[config.mk]
export PLATFORM = sky130hd
export DESIGN_NAME = pcf_crc_engine
export DESIGN_NICKNAME = d
export VERILOG_FILES = /design/src/logic/pcf_pkg.sv /design/src/logic/pcf_crc_engine.sv
export SDC_FILE = /design/constraint.sdc
export NUM_CORES = 1
export LEC_CHECK = 0
export ABC_AREA = 1
export BUFFER_PORTS_ARGS = -buffer_cell sky130_fd_sc_hd__buf_4
export CAP_MARGIN = 20
export CORE_AREA = 2 2 169 171
export DETAILED_ROUTE_END_ITERATION = 12
export DIE_AREA = 0 0 171 173
export PLACE_DENSITY = 0.73
export SYNTH_ARGS = -nofsm -noshare
export SYNTH_HDL_FRONTEND = slang
export SYNTH_SLANG_ARGS = --single-unit
export TNS_END_PERCENT = 1
[constraint.sdc]
create_clock -name REF_CLK -period 5.85 [get_ports REF_CLK]
set_clock_uncertainty 0.2 [all_clocks]
set_input_delay 1.4625 -clock REF_CLK [delete_from_list [all_inputs] [get_ports REF_CLK]]
set_output_delay 1.4625 -clock REF_CLK [all_outputs]
set_load 0.01 [all_outputs]
[src/logic/pcf_pkg.sv]
// Shared constants and types for the programmable CRC engine with input FIFO
package pcf_pkg;

    // ------------------------------------------------------------------
    // Register bus geometry
    // ------------------------------------------------------------------
    localparam int          PCF_AW           = 3;
    localparam int          PCF_DW           = 16;

    // Register indexes on the plain register port
    localparam logic [2:0]  PCF_ADDR_CTRL    = 3'h0;
    localparam logic [2:0]  PCF_ADDR_TAPS    = 3'h1;
    localparam logic [2:0]  PCF_ADDR_RESULT  = 3'h2;
    localparam logic [2:0]  PCF_ADDR_INPUT   = 3'h3;

    // ------------------------------------------------------------------
    // crc_control field positions
    // ------------------------------------------------------------------
    localparam int          PCF_SIDL_BIT     = 13;
    localparam int          PCF_CNT_MSB      = 12;
    localparam int          PCF_CNT_LSB      = 8;
    localparam int          PCF_FULL_BIT     = 7;
    localparam int          PCF_EMPTY_BIT    = 6;
    localparam int          PCF_GO_BIT       = 4;
    localparam int          PCF_PLEN_MSB     = 3;
    localparam int          PCF_PLEN_LSB     = 0;

    // ------------------------------------------------------------------
    // Reset values and masks
    // ------------------------------------------------------------------
    localparam logic [3:0]  PCF_PLEN_RST     = 4'h0;
    localparam logic [15:0] PCF_TAPS_RST     = 16'h0000;
    localparam logic [15:0] PCF_TAPS_WMASK   = 16'hfffe;
    localparam logic [15:0] PCF_RESULT_RST   = 16'h0000;
    localparam logic [15:0] PCF_WORD_RST     = 16'h0000;

    // ------------------------------------------------------------------
    // FIFO sizing
    // ------------------------------------------------------------------
    localparam int          PCF_MEM_DEPTH    = 16;
    localparam logic [3:0]  PCF_PLEN_SMALL   = 4'h7;
    localparam logic [4:0]  PCF_DEPTH_SHORT  = 5'h08;
    localparam logic [4:0]  PCF_DEPTH_LONG   = 5'h10;

    // One register port request, all fields valid in the same cycle
    typedef struct packed {
        logic [PCF_AW-1:0] addr;
        logic [PCF_DW-1:0] wdata;
        logic [1:0]        be;
        logic              wr;
        logic              rd;
    } pcf_bus_req_t;

endpackage : pcf_pkg
[src/logic/pcf_crc_engine.sv]
// Programmable CRC shifter with byte-writable input FIFO and register port
//
// Operation
// Taps 15..1 and 4-bit length are programmable
// x^0 always applied, top term implicit
// Length field is polynomial length minus one
// FIFO depth 8 above length 7, else 16
// Input FIFO accepts single byte writes
// Count increments when MSb byte is written
// Shift only while go set and count nonzero
// Count decrements as each word finishes shifting
// One bit per clock, length+1 cycles per word
// Full at depth, empty at zero count
// Write while full rolls count to zero
// Interrupt exactly on count change one to zero
// Software waits a cycle before reading count
// Software waits for empty before reading result
// Software flushes FIFO by running shifter until empty
// Software primes FIFO, then feeds while below depth
// Sleep freezes shifter, FIFO and count
// Stop-in-idle bit freezes in Idle too
// Count readable, read-only, in control bits 12:8
// Control bit 4 runs or stops shifter
// Tap bits 15:1 enable feedback, bit 0 reads zero
// MSb-first LFSR, input xor top bit feeds taps
// Result register reads CRC and accepts a seed
`timescale 1ns/100ps

module pcf_crc_engine
    import pcf_pkg::*;
(
    // Clock and reset
    input  wire logic         REF_CLK,
    input  wire logic         RST_N,
    // Register port
    input  wire pcf_bus_req_t REG_REQ,
    output logic [15:0]       REG_RDATA,
    // Power save state from the clock controller
    input  wire logic         SLEEP_MODE,
    input  wire logic         IDLE_MODE,
    // Drain event
    output logic              DRAIN_IRQ
);

    // ------------------------------------------------------------------
    // State
    // ------------------------------------------------------------------
    logic        stop_in_idle_reg;
    logic        shifter_go_reg;
    logic [3:0]  poly_len_minus_one_reg;
    logic [15:0] crc_tap_enables_reg;
    logic [15:0] crc_result_word_reg;
    logic [15:0] crc_input_word_reg;
    logic [15:0] fifo_mem [PCF_MEM_DEPTH];
    logic [3:0]  wr_ptr_reg;
    logic [3:0]  rd_ptr_reg;
    logic [3:0]  bit_cnt_reg;
    logic [4:0]  valid_word_count_reg;
    logic        irq_reg;
    logic [15:0] rdata_reg;

    // ------------------------------------------------------------------
    // Combinational terms
    // ------------------------------------------------------------------
    logic        freeze;
    logic [4:0]  fifo_depth;
    logic [3:0]  ptr_last;
    logic        fifo_full_flag;
    logic        fifo_empty_flag;
    logic        input_wr;
    logic        msb_in_high_byte;
    logic        word_written;
    logic        push;
    logic        overflow;
    logic        shift_en;
    logic        pop;
    logic [15:0] merged_word;
    logic [15:0] cur_word;
    logic [3:0]  bit_pos;
    logic        in_bit;
    logic        feedback;
    logic [15:0] crc_next;
    logic [15:0] ctrl_view;

    // Idle only stops the block when software asked for it
    assign freeze = SLEEP_MODE | (IDLE_MODE & stop_in_idle_reg);

    // Depth follows the length field; a change mid-stream is not re-packed
    assign fifo_depth = (poly_len_minus_one_reg > PCF_PLEN_SMALL)
                      ? PCF_DEPTH_SHORT : PCF_DEPTH_LONG;
    assign ptr_last   = 4'(fifo_depth - 5'h01);

    // Flags are decoded from the count, so they can never disagree with it
    assign fifo_full_flag  = (valid_word_count_reg == fifo_depth);
    assign fifo_empty_flag = (valid_word_count_reg == 5'h00);

    // ------------------------------------------------------------------
    // Input word assembly
    // ------------------------------------------------------------------
    // A word is complete once the byte holding its MSb arrives
    assign input_wr         = REG_REQ.wr && (REG_REQ.addr == PCF_ADDR_INPUT);
    assign msb_in_high_byte = (poly_len_minus_one_reg > PCF_PLEN_SMALL);
    assign word_written     = input_wr
                            && (msb_in_high_byte ? REG_REQ.be[1] : REG_REQ.be[0]);
    assign push             = word_written && !freeze;
    assign overflow         = push && fifo_full_flag;

    // Byte lanes not written keep the staged value of an earlier write
    assign merged_word = {REG_REQ.be[1] ? REG_REQ.wdata[15:8] : crc_input_word_reg[15:8],
                          REG_REQ.be[0] ? REG_REQ.wdata[7:0]  : crc_input_word_reg[7:0]};

    // ------------------------------------------------------------------
    // Serial shifter control
    // ------------------------------------------------------------------
    assign shift_en = shifter_go_reg && !fifo_empty_flag && !freeze;
    assign cur_word = fifo_mem[rd_ptr_reg];
    assign bit_pos  = poly_len_minus_one_reg - bit_cnt_reg;
    assign in_bit   = cur_word[bit_pos];
    // Last bit of the word leaves the FIFO after length+1 shifts
    assign pop      = shift_en && (bit_cnt_reg == poly_len_minus_one_reg);

    // Feedback from the top bit of the active length; the top term is implicit
    assign feedback = in_bit ^ crc_result_word_reg[poly_len_minus_one_reg];

    // ------------------------------------------------------------------
    // LFSR next state, one slice per bit
    // ------------------------------------------------------------------
    generate
        for (genvar i = 0; i < PCF_DW; i++)
        begin : g_lfsr
            if (i == 0)
            begin : g_x0
                // Constant term always closes the loop
                assign crc_next[i] = feedback;
            end
            else
            begin : g_xn
                // Bits above the active length are held at zero
                assign crc_next[i] = (4'(i) <= poly_len_minus_one_reg)
                    ? (crc_result_word_reg[i-1] ^ (crc_tap_enables_reg[i] & feedback))
                    : 1'b0;
            end
        end
    endgenerate

    // ------------------------------------------------------------------
    // Control register
    // ------------------------------------------------------------------
    // Byte lanes gate the writable fields; count and flags are not writable
    always_ff @(posedge REF_CLK)
    begin
        if (!RST_N)
        begin
            stop_in_idle_reg       <= 1'b0;
            shifter_go_reg         <= 1'b0;
            poly_len_minus_one_reg <= PCF_PLEN_RST;
        end
        else if (REG_REQ.wr && (REG_REQ.addr == PCF_ADDR_CTRL))
        begin
            if (REG_REQ.be[1])
                stop_in_idle_reg <= REG_REQ.wdata[PCF_SIDL_BIT];
            if (REG_REQ.be[0])
            begin
                shifter_go_reg         <= REG_REQ.wdata[PCF_GO_BIT];
                poly_len_minus_one_reg <= REG_REQ.wdata[PCF_PLEN_MSB:PCF_PLEN_LSB];
            end
        end
    end

    // ------------------------------------------------------------------
    // Tap enable register
    // ------------------------------------------------------------------
    // Bit 0 has no storage; x^0 is wired into the shifter
    always_ff @(posedge REF_CLK)
    begin
        if (!RST_N)
            crc_tap_enables_reg <= PCF_TAPS_RST;
        else if (REG_REQ.wr && (REG_REQ.addr == PCF_ADDR_TAPS))
        begin
            if (REG_REQ.be[1])
                crc_tap_enables_reg[15:8] <= REG_REQ.wdata[15:8];
            if (REG_REQ.be[0])
                crc_tap_enables_reg[7:0]  <= REG_REQ.wdata[7:0] & PCF_TAPS_WMASK[7:0];
        end
    end

    // ------------------------------------------------------------------
    // CRC result register
    // ------------------------------------------------------------------
    // A software seed wins over a shift in the same cycle
    always_ff @(posedge REF_CLK)
    begin
        if (!RST_N)
            crc_result_word_reg <= PCF_RESULT_RST;
        else if (REG_REQ.wr && (REG_REQ.addr == PCF_ADDR_RESULT))
        begin
            if (REG_REQ.be[1])
                crc_result_word_reg[15:8] <= REG_REQ.wdata[15:8];
            if (REG_REQ.be[0])
                crc_result_word_reg[7:0]  <= REG_REQ.wdata[7:0];
        end
        else if (shift_en)
            crc_result_word_reg <= crc_next;
    end

    // ------------------------------------------------------------------
    // Input staging word
    // ------------------------------------------------------------------
    always_ff @(posedge REF_CLK)
    begin
        if (!RST_N)
            crc_input_word_reg <= PCF_WORD_RST;
        else if (input_wr && !freeze)
            crc_input_word_reg <= merged_word;
    end

    // ------------------------------------------------------------------
    // FIFO storage
    // ------------------------------------------------------------------
    // No reset on the array; only slots below the count are ever read
    always_ff @(posedge REF_CLK)
    begin
        if (push && !overflow)
            fifo_mem[wr_ptr_reg] <= merged_word;
    end

    // ------------------------------------------------------------------
    // FIFO pointers and bit counter
    // ------------------------------------------------------------------
    // Overflow drops the word and restarts as an empty FIFO
    always_ff @(posedge REF_CLK)
    begin
        if (!RST_N)
        begin
            wr_ptr_reg  <= 4'h0;
            rd_ptr_reg  <= 4'h0;
            bit_cnt_reg <= 4'h0;
        end
        else if (overflow)
        begin
            wr_ptr_reg  <= 4'h0;
            rd_ptr_reg  <= 4'h0;
            bit_cnt_reg <= 4'h0;
        end
        else
        begin
            if (push)
                wr_ptr_reg <= (wr_ptr_reg >= ptr_last) ? 4'h0 : 4'(wr_ptr_reg + 4'h1);
            if (pop)
            begin
                rd_ptr_reg  <= (rd_ptr_reg >= ptr_last) ? 4'h0 : 4'(rd_ptr_reg + 4'h1);
                bit_cnt_reg <= 4'h0;
            end
            else if (shift_en)
                bit_cnt_reg <= 4'(bit_cnt_reg + 4'h1);
        end
    end

    // ------------------------------------------------------------------
    // Valid word count
    // ------------------------------------------------------------------
    // Push and pop in one cycle cancel out unless the push overflows a full FIFO, which clears the count
    always_ff @(posedge REF_CLK)
    begin
        if (!RST_N)
            valid_word_count_reg <= 5'h00;
        else if (overflow)
            valid_word_count_reg <= 5'h00;
        else if (push && !pop)
            valid_word_count_reg <= 5'(valid_word_count_reg + 5'h01);
        else if (pop && !push)
            valid_word_count_reg <= 5'(valid_word_count_reg - 5'h01);
    end

    // ------------------------------------------------------------------
    // Drain event
    // ------------------------------------------------------------------
    // Only a shift-out takes the count from 1 to 0; an overflow never does
    always_ff @(posedge REF_CLK)
    begin
        if (!RST_N)
            irq_reg <= 1'b0;
        else
            irq_reg <= pop && !push && (valid_word_count_reg == 5'h01);
    end

    assign DRAIN_IRQ = irq_reg;

    // ------------------------------------------------------------------
    // Read path
    // ------------------------------------------------------------------
    always_comb
    begin
        ctrl_view                               = 16'h0000;
        ctrl_view[PCF_SIDL_BIT]                 = stop_in_idle_reg;
        ctrl_view[PCF_CNT_MSB:PCF_CNT_LSB]      = valid_word_count_reg;
        ctrl_view[PCF_FULL_BIT]                 = fifo_full_flag;
        ctrl_view[PCF_EMPTY_BIT]                = fifo_empty_flag;
        ctrl_view[PCF_GO_BIT]                   = shifter_go_reg;
        ctrl_view[PCF_PLEN_MSB:PCF_PLEN_LSB]    = poly_len_minus_one_reg;
    end

    // Data appear in the cycle after the read strobe; unmapped reads give zero
    always_ff @(posedge REF_CLK)
    begin
        if (!RST_N)
            rdata_reg <= 16'h0000;
        else if (REG_REQ.rd)
        begin
            if (REG_REQ.addr == PCF_ADDR_CTRL)
                rdata_reg <= ctrl_view;
            else if (REG_REQ.addr == PCF_ADDR_TAPS)
                rdata_reg <= crc_tap_enables_reg & PCF_TAPS_WMASK;
            else if (REG_REQ.addr == PCF_ADDR_RESULT)
                rdata_reg <= crc_result_word_reg;
            else if (REG_REQ.addr == PCF_ADDR_INPUT)
                rdata_reg <= crc_input_word_reg;
            else
                rdata_reg <= 16'h0000;
        end
        else
            rdata_reg <= 16'h0000;
    end

    assign REG_RDATA = rdata_reg;

endmodule : pcf_crc_engine

==> run_summary.xml <==
<?xml version="1.0" encoding="UTF-8"?>
<metrics>
  <group name="pwr">
    <metric name="power.density" unit="nW/um^2">293.9</metric>
    <metric name="ir_worst_vdd" unit="mV">0.1777</metric>
    <metric name="power.leakage" unit="nW">6.155</metric>
    <metric name="power.total" unit="mW">4.940</metric>
  </group>
  <group name="finish">
    <metric name="nFillCells" unit="">2320</metric>
    <metric name="layout.nets" unit="">1599</metric>
    <metric name="multiInputGateArea" unit="um^2">4742</metric>
    <metric name="area_delta_synth_final" unit="%">11.83</metric>
    <metric name="drive_above_1_share" unit="%">9.304</metric>
    <metric name="regArea" unit="um^2">9514</metric>
    <metric name="largest_register_ff_count" unit="">256</metric>
    <metric name="diodes" unit="">0</metric>
    <metric name="top_register" unit="">fifo_mem</metric>
    <metric name="fin_cells" unit="">1958</metric>
  </group>
  <group name="placed_design">
    <metric name="place.gp.congestion" unit="">0.9489</metric>
    <metric name="port-buffer-count" unit="">43</metric>
    <metric name="post-place-cells" unit="">1893</metric>
    <metric name="place_hpwl" unit="um">25370</metric>
  </group>
  <group name="critical_path">
    <metric name="endpoint_kind" unit="">flip-flop</metric>
    <metric name="timing.critical_path.mode_cell" unit="">nor2_1</metric>
    <metric name="critPathRequiredTime" unit="ps">5780</metric>
    <metric name="crit_path_start_kind" unit="">input pin</metric>
    <metric name="crit_fanout" unit="">17</metric>
    <metric name="worst_path_largest_cell_delay" unit="ps">730</metric>
    <metric name="criticalPathCategory" unit="">in -&gt; reg</metric>
    <metric name="timing.critical_path.arrival" unit="ps">3910</metric>
    <metric name="ordered_cell_list_for_the_critical_path" unit="">buf_4, nor2_1, inv_1, nor2_1, clkinv_1, buf_4, nor3_1, nand2_1, nor2_1, nand2_1, nor2_2</metric>
    <metric name="critical_path.slowest_cell" unit="">nor2_2</metric>
  </group>
  <group name="cts">
    <metric name="cts_tree" unit="">yes</metric>
    <metric name="post_cts_hold_buffer_count" unit="">0</metric>
    <metric name="clk-insertion-delay-late" unit="ps">510</metric>
    <metric name="clockRootBuffer" unit="">clkbuf_16</metric>
    <metric name="clk_transition_reported_paths" unit="ps">60</metric>
    <metric name="post-cts-setup-buffers" unit="">0</metric>
    <metric name="cts-htree-levels" unit="">2</metric>
    <metric name="cts_resized" unit="">0</metric>
    <metric name="cts_buffer_depth" unit="">3</metric>
    <metric name="total_cts_buffers" unit="">36</metric>
    <metric name="cts.sink_count" unit="">347</metric>
  </group>
  <group name="status">
    <metric name="status" unit="">complete, no violations</metric>
  </group>
  <group name="detailed_routing">
    <metric name="drcViolationCount" unit="">0</metric>
    <metric name="route.vias.total" unit="">11370</metric>
    <metric name="avgViaCountPerCell" unit="">5.806</metric>
    <metric name="route.antenna.remaining_nets" unit="">0</metric>
    <metric name="number_of_detailed_route_iterations_in_the_first_pass" unit="">6</metric>
    <metric name="routed_wirelength" unit="um">38950</metric>
    <metric name="iteration_0_drc_markers" unit="">1242</metric>
    <metric name="wl_per_cell" unit="um">19.89</metric>
  </group>
  <group name="timing">
    <metric name="final_max_slew_viol_count" unit="">0</metric>
    <metric name="finalWorstPathRequiredPeriod" unit="ps">3983</metric>
    <metric name="min_period_over_period" unit="%">68.08</metric>
    <metric name="setup_viol" unit="">0</metric>
    <metric name="timing.max_slew.rel_slack" unit="%">35.01</metric>
    <metric name="rsz0062_at_grt" unit="">no</metric>
    <metric name="final_hold_viol_count" unit="">0</metric>
    <metric name="holdWs" unit="ps">277.6</metric>
    <metric name="worst_slew_pin_slew" unit="ps">974.9</metric>
    <metric name="max_clock_freq" unit="MHz">251.1</metric>
    <metric name="fin_setup_tns" unit="ps">0</metric>
  </group>
  <group name="synth">
    <metric name="synth-main-ff-cell" unit="">edfxtp_1</metric>
    <metric name="net_count_after_synthesis" unit="">1559</metric>
    <metric name="synth-seq-area-share" unit="%">63.26</metric>
    <metric name="synth_top_cells_by_area" unit="">edfxtp_1 (51%), dfxtp_1 (12%), nand3_1 (10%), nand2_1 (9.0%), o21ai_0 (3.2%)</metric>
    <metric name="top_cells_by_instance_count_after_synthesis" unit="">nand2_1 (362), nand3_1 (306), edfxtp_1 (256), inv_1 (97), o21ai_0 (96)</metric>
    <metric name="synth_enable_flop_cells" unit="">256</metric>
    <metric name="post-synth-top-area-cell" unit="">edfxtp_1</metric>
    <metric name="yosys_warnings" unit="">0</metric>
    <metric name="post-synth-top-area-fraction" unit="%">51.14</metric>
    <metric name="yosysMostFrequentCell" unit="">nand2_1</metric>
    <metric name="post_synthesis_register_bit_count" unit="">347</metric>
    <metric name="post_synth_instance_area" unit="um^2">15030</metric>
    <metric name="ys_async_sr_fraction" unit="%">0</metric>
    <metric name="netlist_instances" unit="">1514</metric>
    <metric name="synthesized_area_per_cell" unit="um^2">9.929</metric>
    <metric name="synth.lib_cells_used.distinct" unit="">39</metric>
  </group>
  <group name="run">
    <metric name="max_cap_violations" unit="">0</metric>
  </group>
  <group name="floorplanning">
    <metric name="die_outline_area" unit="um^2">29580</metric>
    <metric name="dieWidth" unit="um">171</metric>
    <metric name="ios" unit="">44</metric>
    <metric name="placeable_area" unit="um^2">27630</metric>
    <metric name="initial_utilization" unit="%">54.41</metric>
    <metric name="floorplan.die.height" unit="um">173</metric>
    <metric name="row_count" unit="">61</metric>
  </group>
  <group name="grt">
    <metric name="grt_first_pass_wirelength" unit="um">60600</metric>
    <metric name="grt_remaining_overflow" unit="">0</metric>
    <metric name="grt_antenna_before_repair" unit="">0</metric>
    <metric name="first_global_vias" unit="">10810</metric>
    <metric name="grt_start_max_net_pins" unit="">92</metric>
    <metric name="grt_usage" unit="%">26.58</metric>
  </group>
  <group name="worst_hold_path">
    <metric name="hold_path_class" unit="">reg -&gt; reg</metric>
  </group>
</metrics>
cell usage in the layout (no fill, tap or decap), types with 3 or more instances in the layout:
cell type / n
ha_1: 17
dfxtp_1: 89
inv_1: 97
nor3_1: 4
o221ai_1: 3
xor2_1: 7
nand3_2: 3
clkinv_1: 12
nand3_1: 306
nor2_1: 44
clkbuf_1: 12
nor2_2: 6
a31oi_1: 4
o22ai_1: 23
or2_2: 5
nand2_1: 362
clkinv_2: 4
buf_4: 77
clkbuf_16: 37
a21oi_1: 85
o21ai_0: 95
edfxtp_1: 256
report_power, final:
part | switching [mW] | total (mW) | internal, mW
combinational | 0.134 | 0.181 | 0.0467
clock | 0.891 | 2.10 | 1.21
sequential | 0.0102 | 2.66 | 2.65
total | 1.03 | 4.94 | 3.91
critical path, delay by kind of cell:
kind / cells / cell delay (ps)
buf+inv: 4 / 450
simple gates: 7 / 1970
cells by family (layout without fill, tap and decap cells):
group / count (synthesis) / count (layout) / share of synthesized area, %
compound gates: 221 / 221 / 7.841
xor+xnor: 9 / 9 / 0.5244
fa+ha+maj: 18 / 18 / 1.548
buf+inv: 180 / 246 / 5.294
flops: 347 / 347 / 63.26
simple gates: 739 / 739 / 21.53
cell type report:
cell class	instances	share of cell area, %
timing repair buffer	79	3.722
clock buffer	49	5.776
tap	378	2.814
inverter	103	2.307
multi-input combinational	987	28.21
sequential	347	56.60
clock inverter	15	0.5731
routing by layer:
layer  track usage (%)  routed length [um]  vias up
met3             3.822                3243       93
met4             9.463                1351        0
li1                  -                   -     5365
met2             43.18               18370      550
met1             36.58               15980     5361
met5                 0                   0        -
per-stage QoR:
step,area (um^2),setup WS [ps],utilization (%)
after global placement,15700,1513,56.81
after detailed placement,15720,1382,56.88
after global routing,16810,1533,60.84
after floorplan,15030,1957,-
final,16810,1867,60.84
after CTS,16780,1905,60.74
path summary, 6_finish.rpt:
kind	from	slack (ps)	cells after the start	end
max	REG_REQ[22]	1870	11	fifo_mem[1][11]
min	stop_in_idle_reg	280	2	stop_in_idle_reg
min reg2reg	stop_in_idle_reg	280	2	stop_in_idle_reg
max reg2reg	flip-flop	1880	17	crc_result_word_reg[0]
Note: power is estimated with default switching activity, not from simulation.
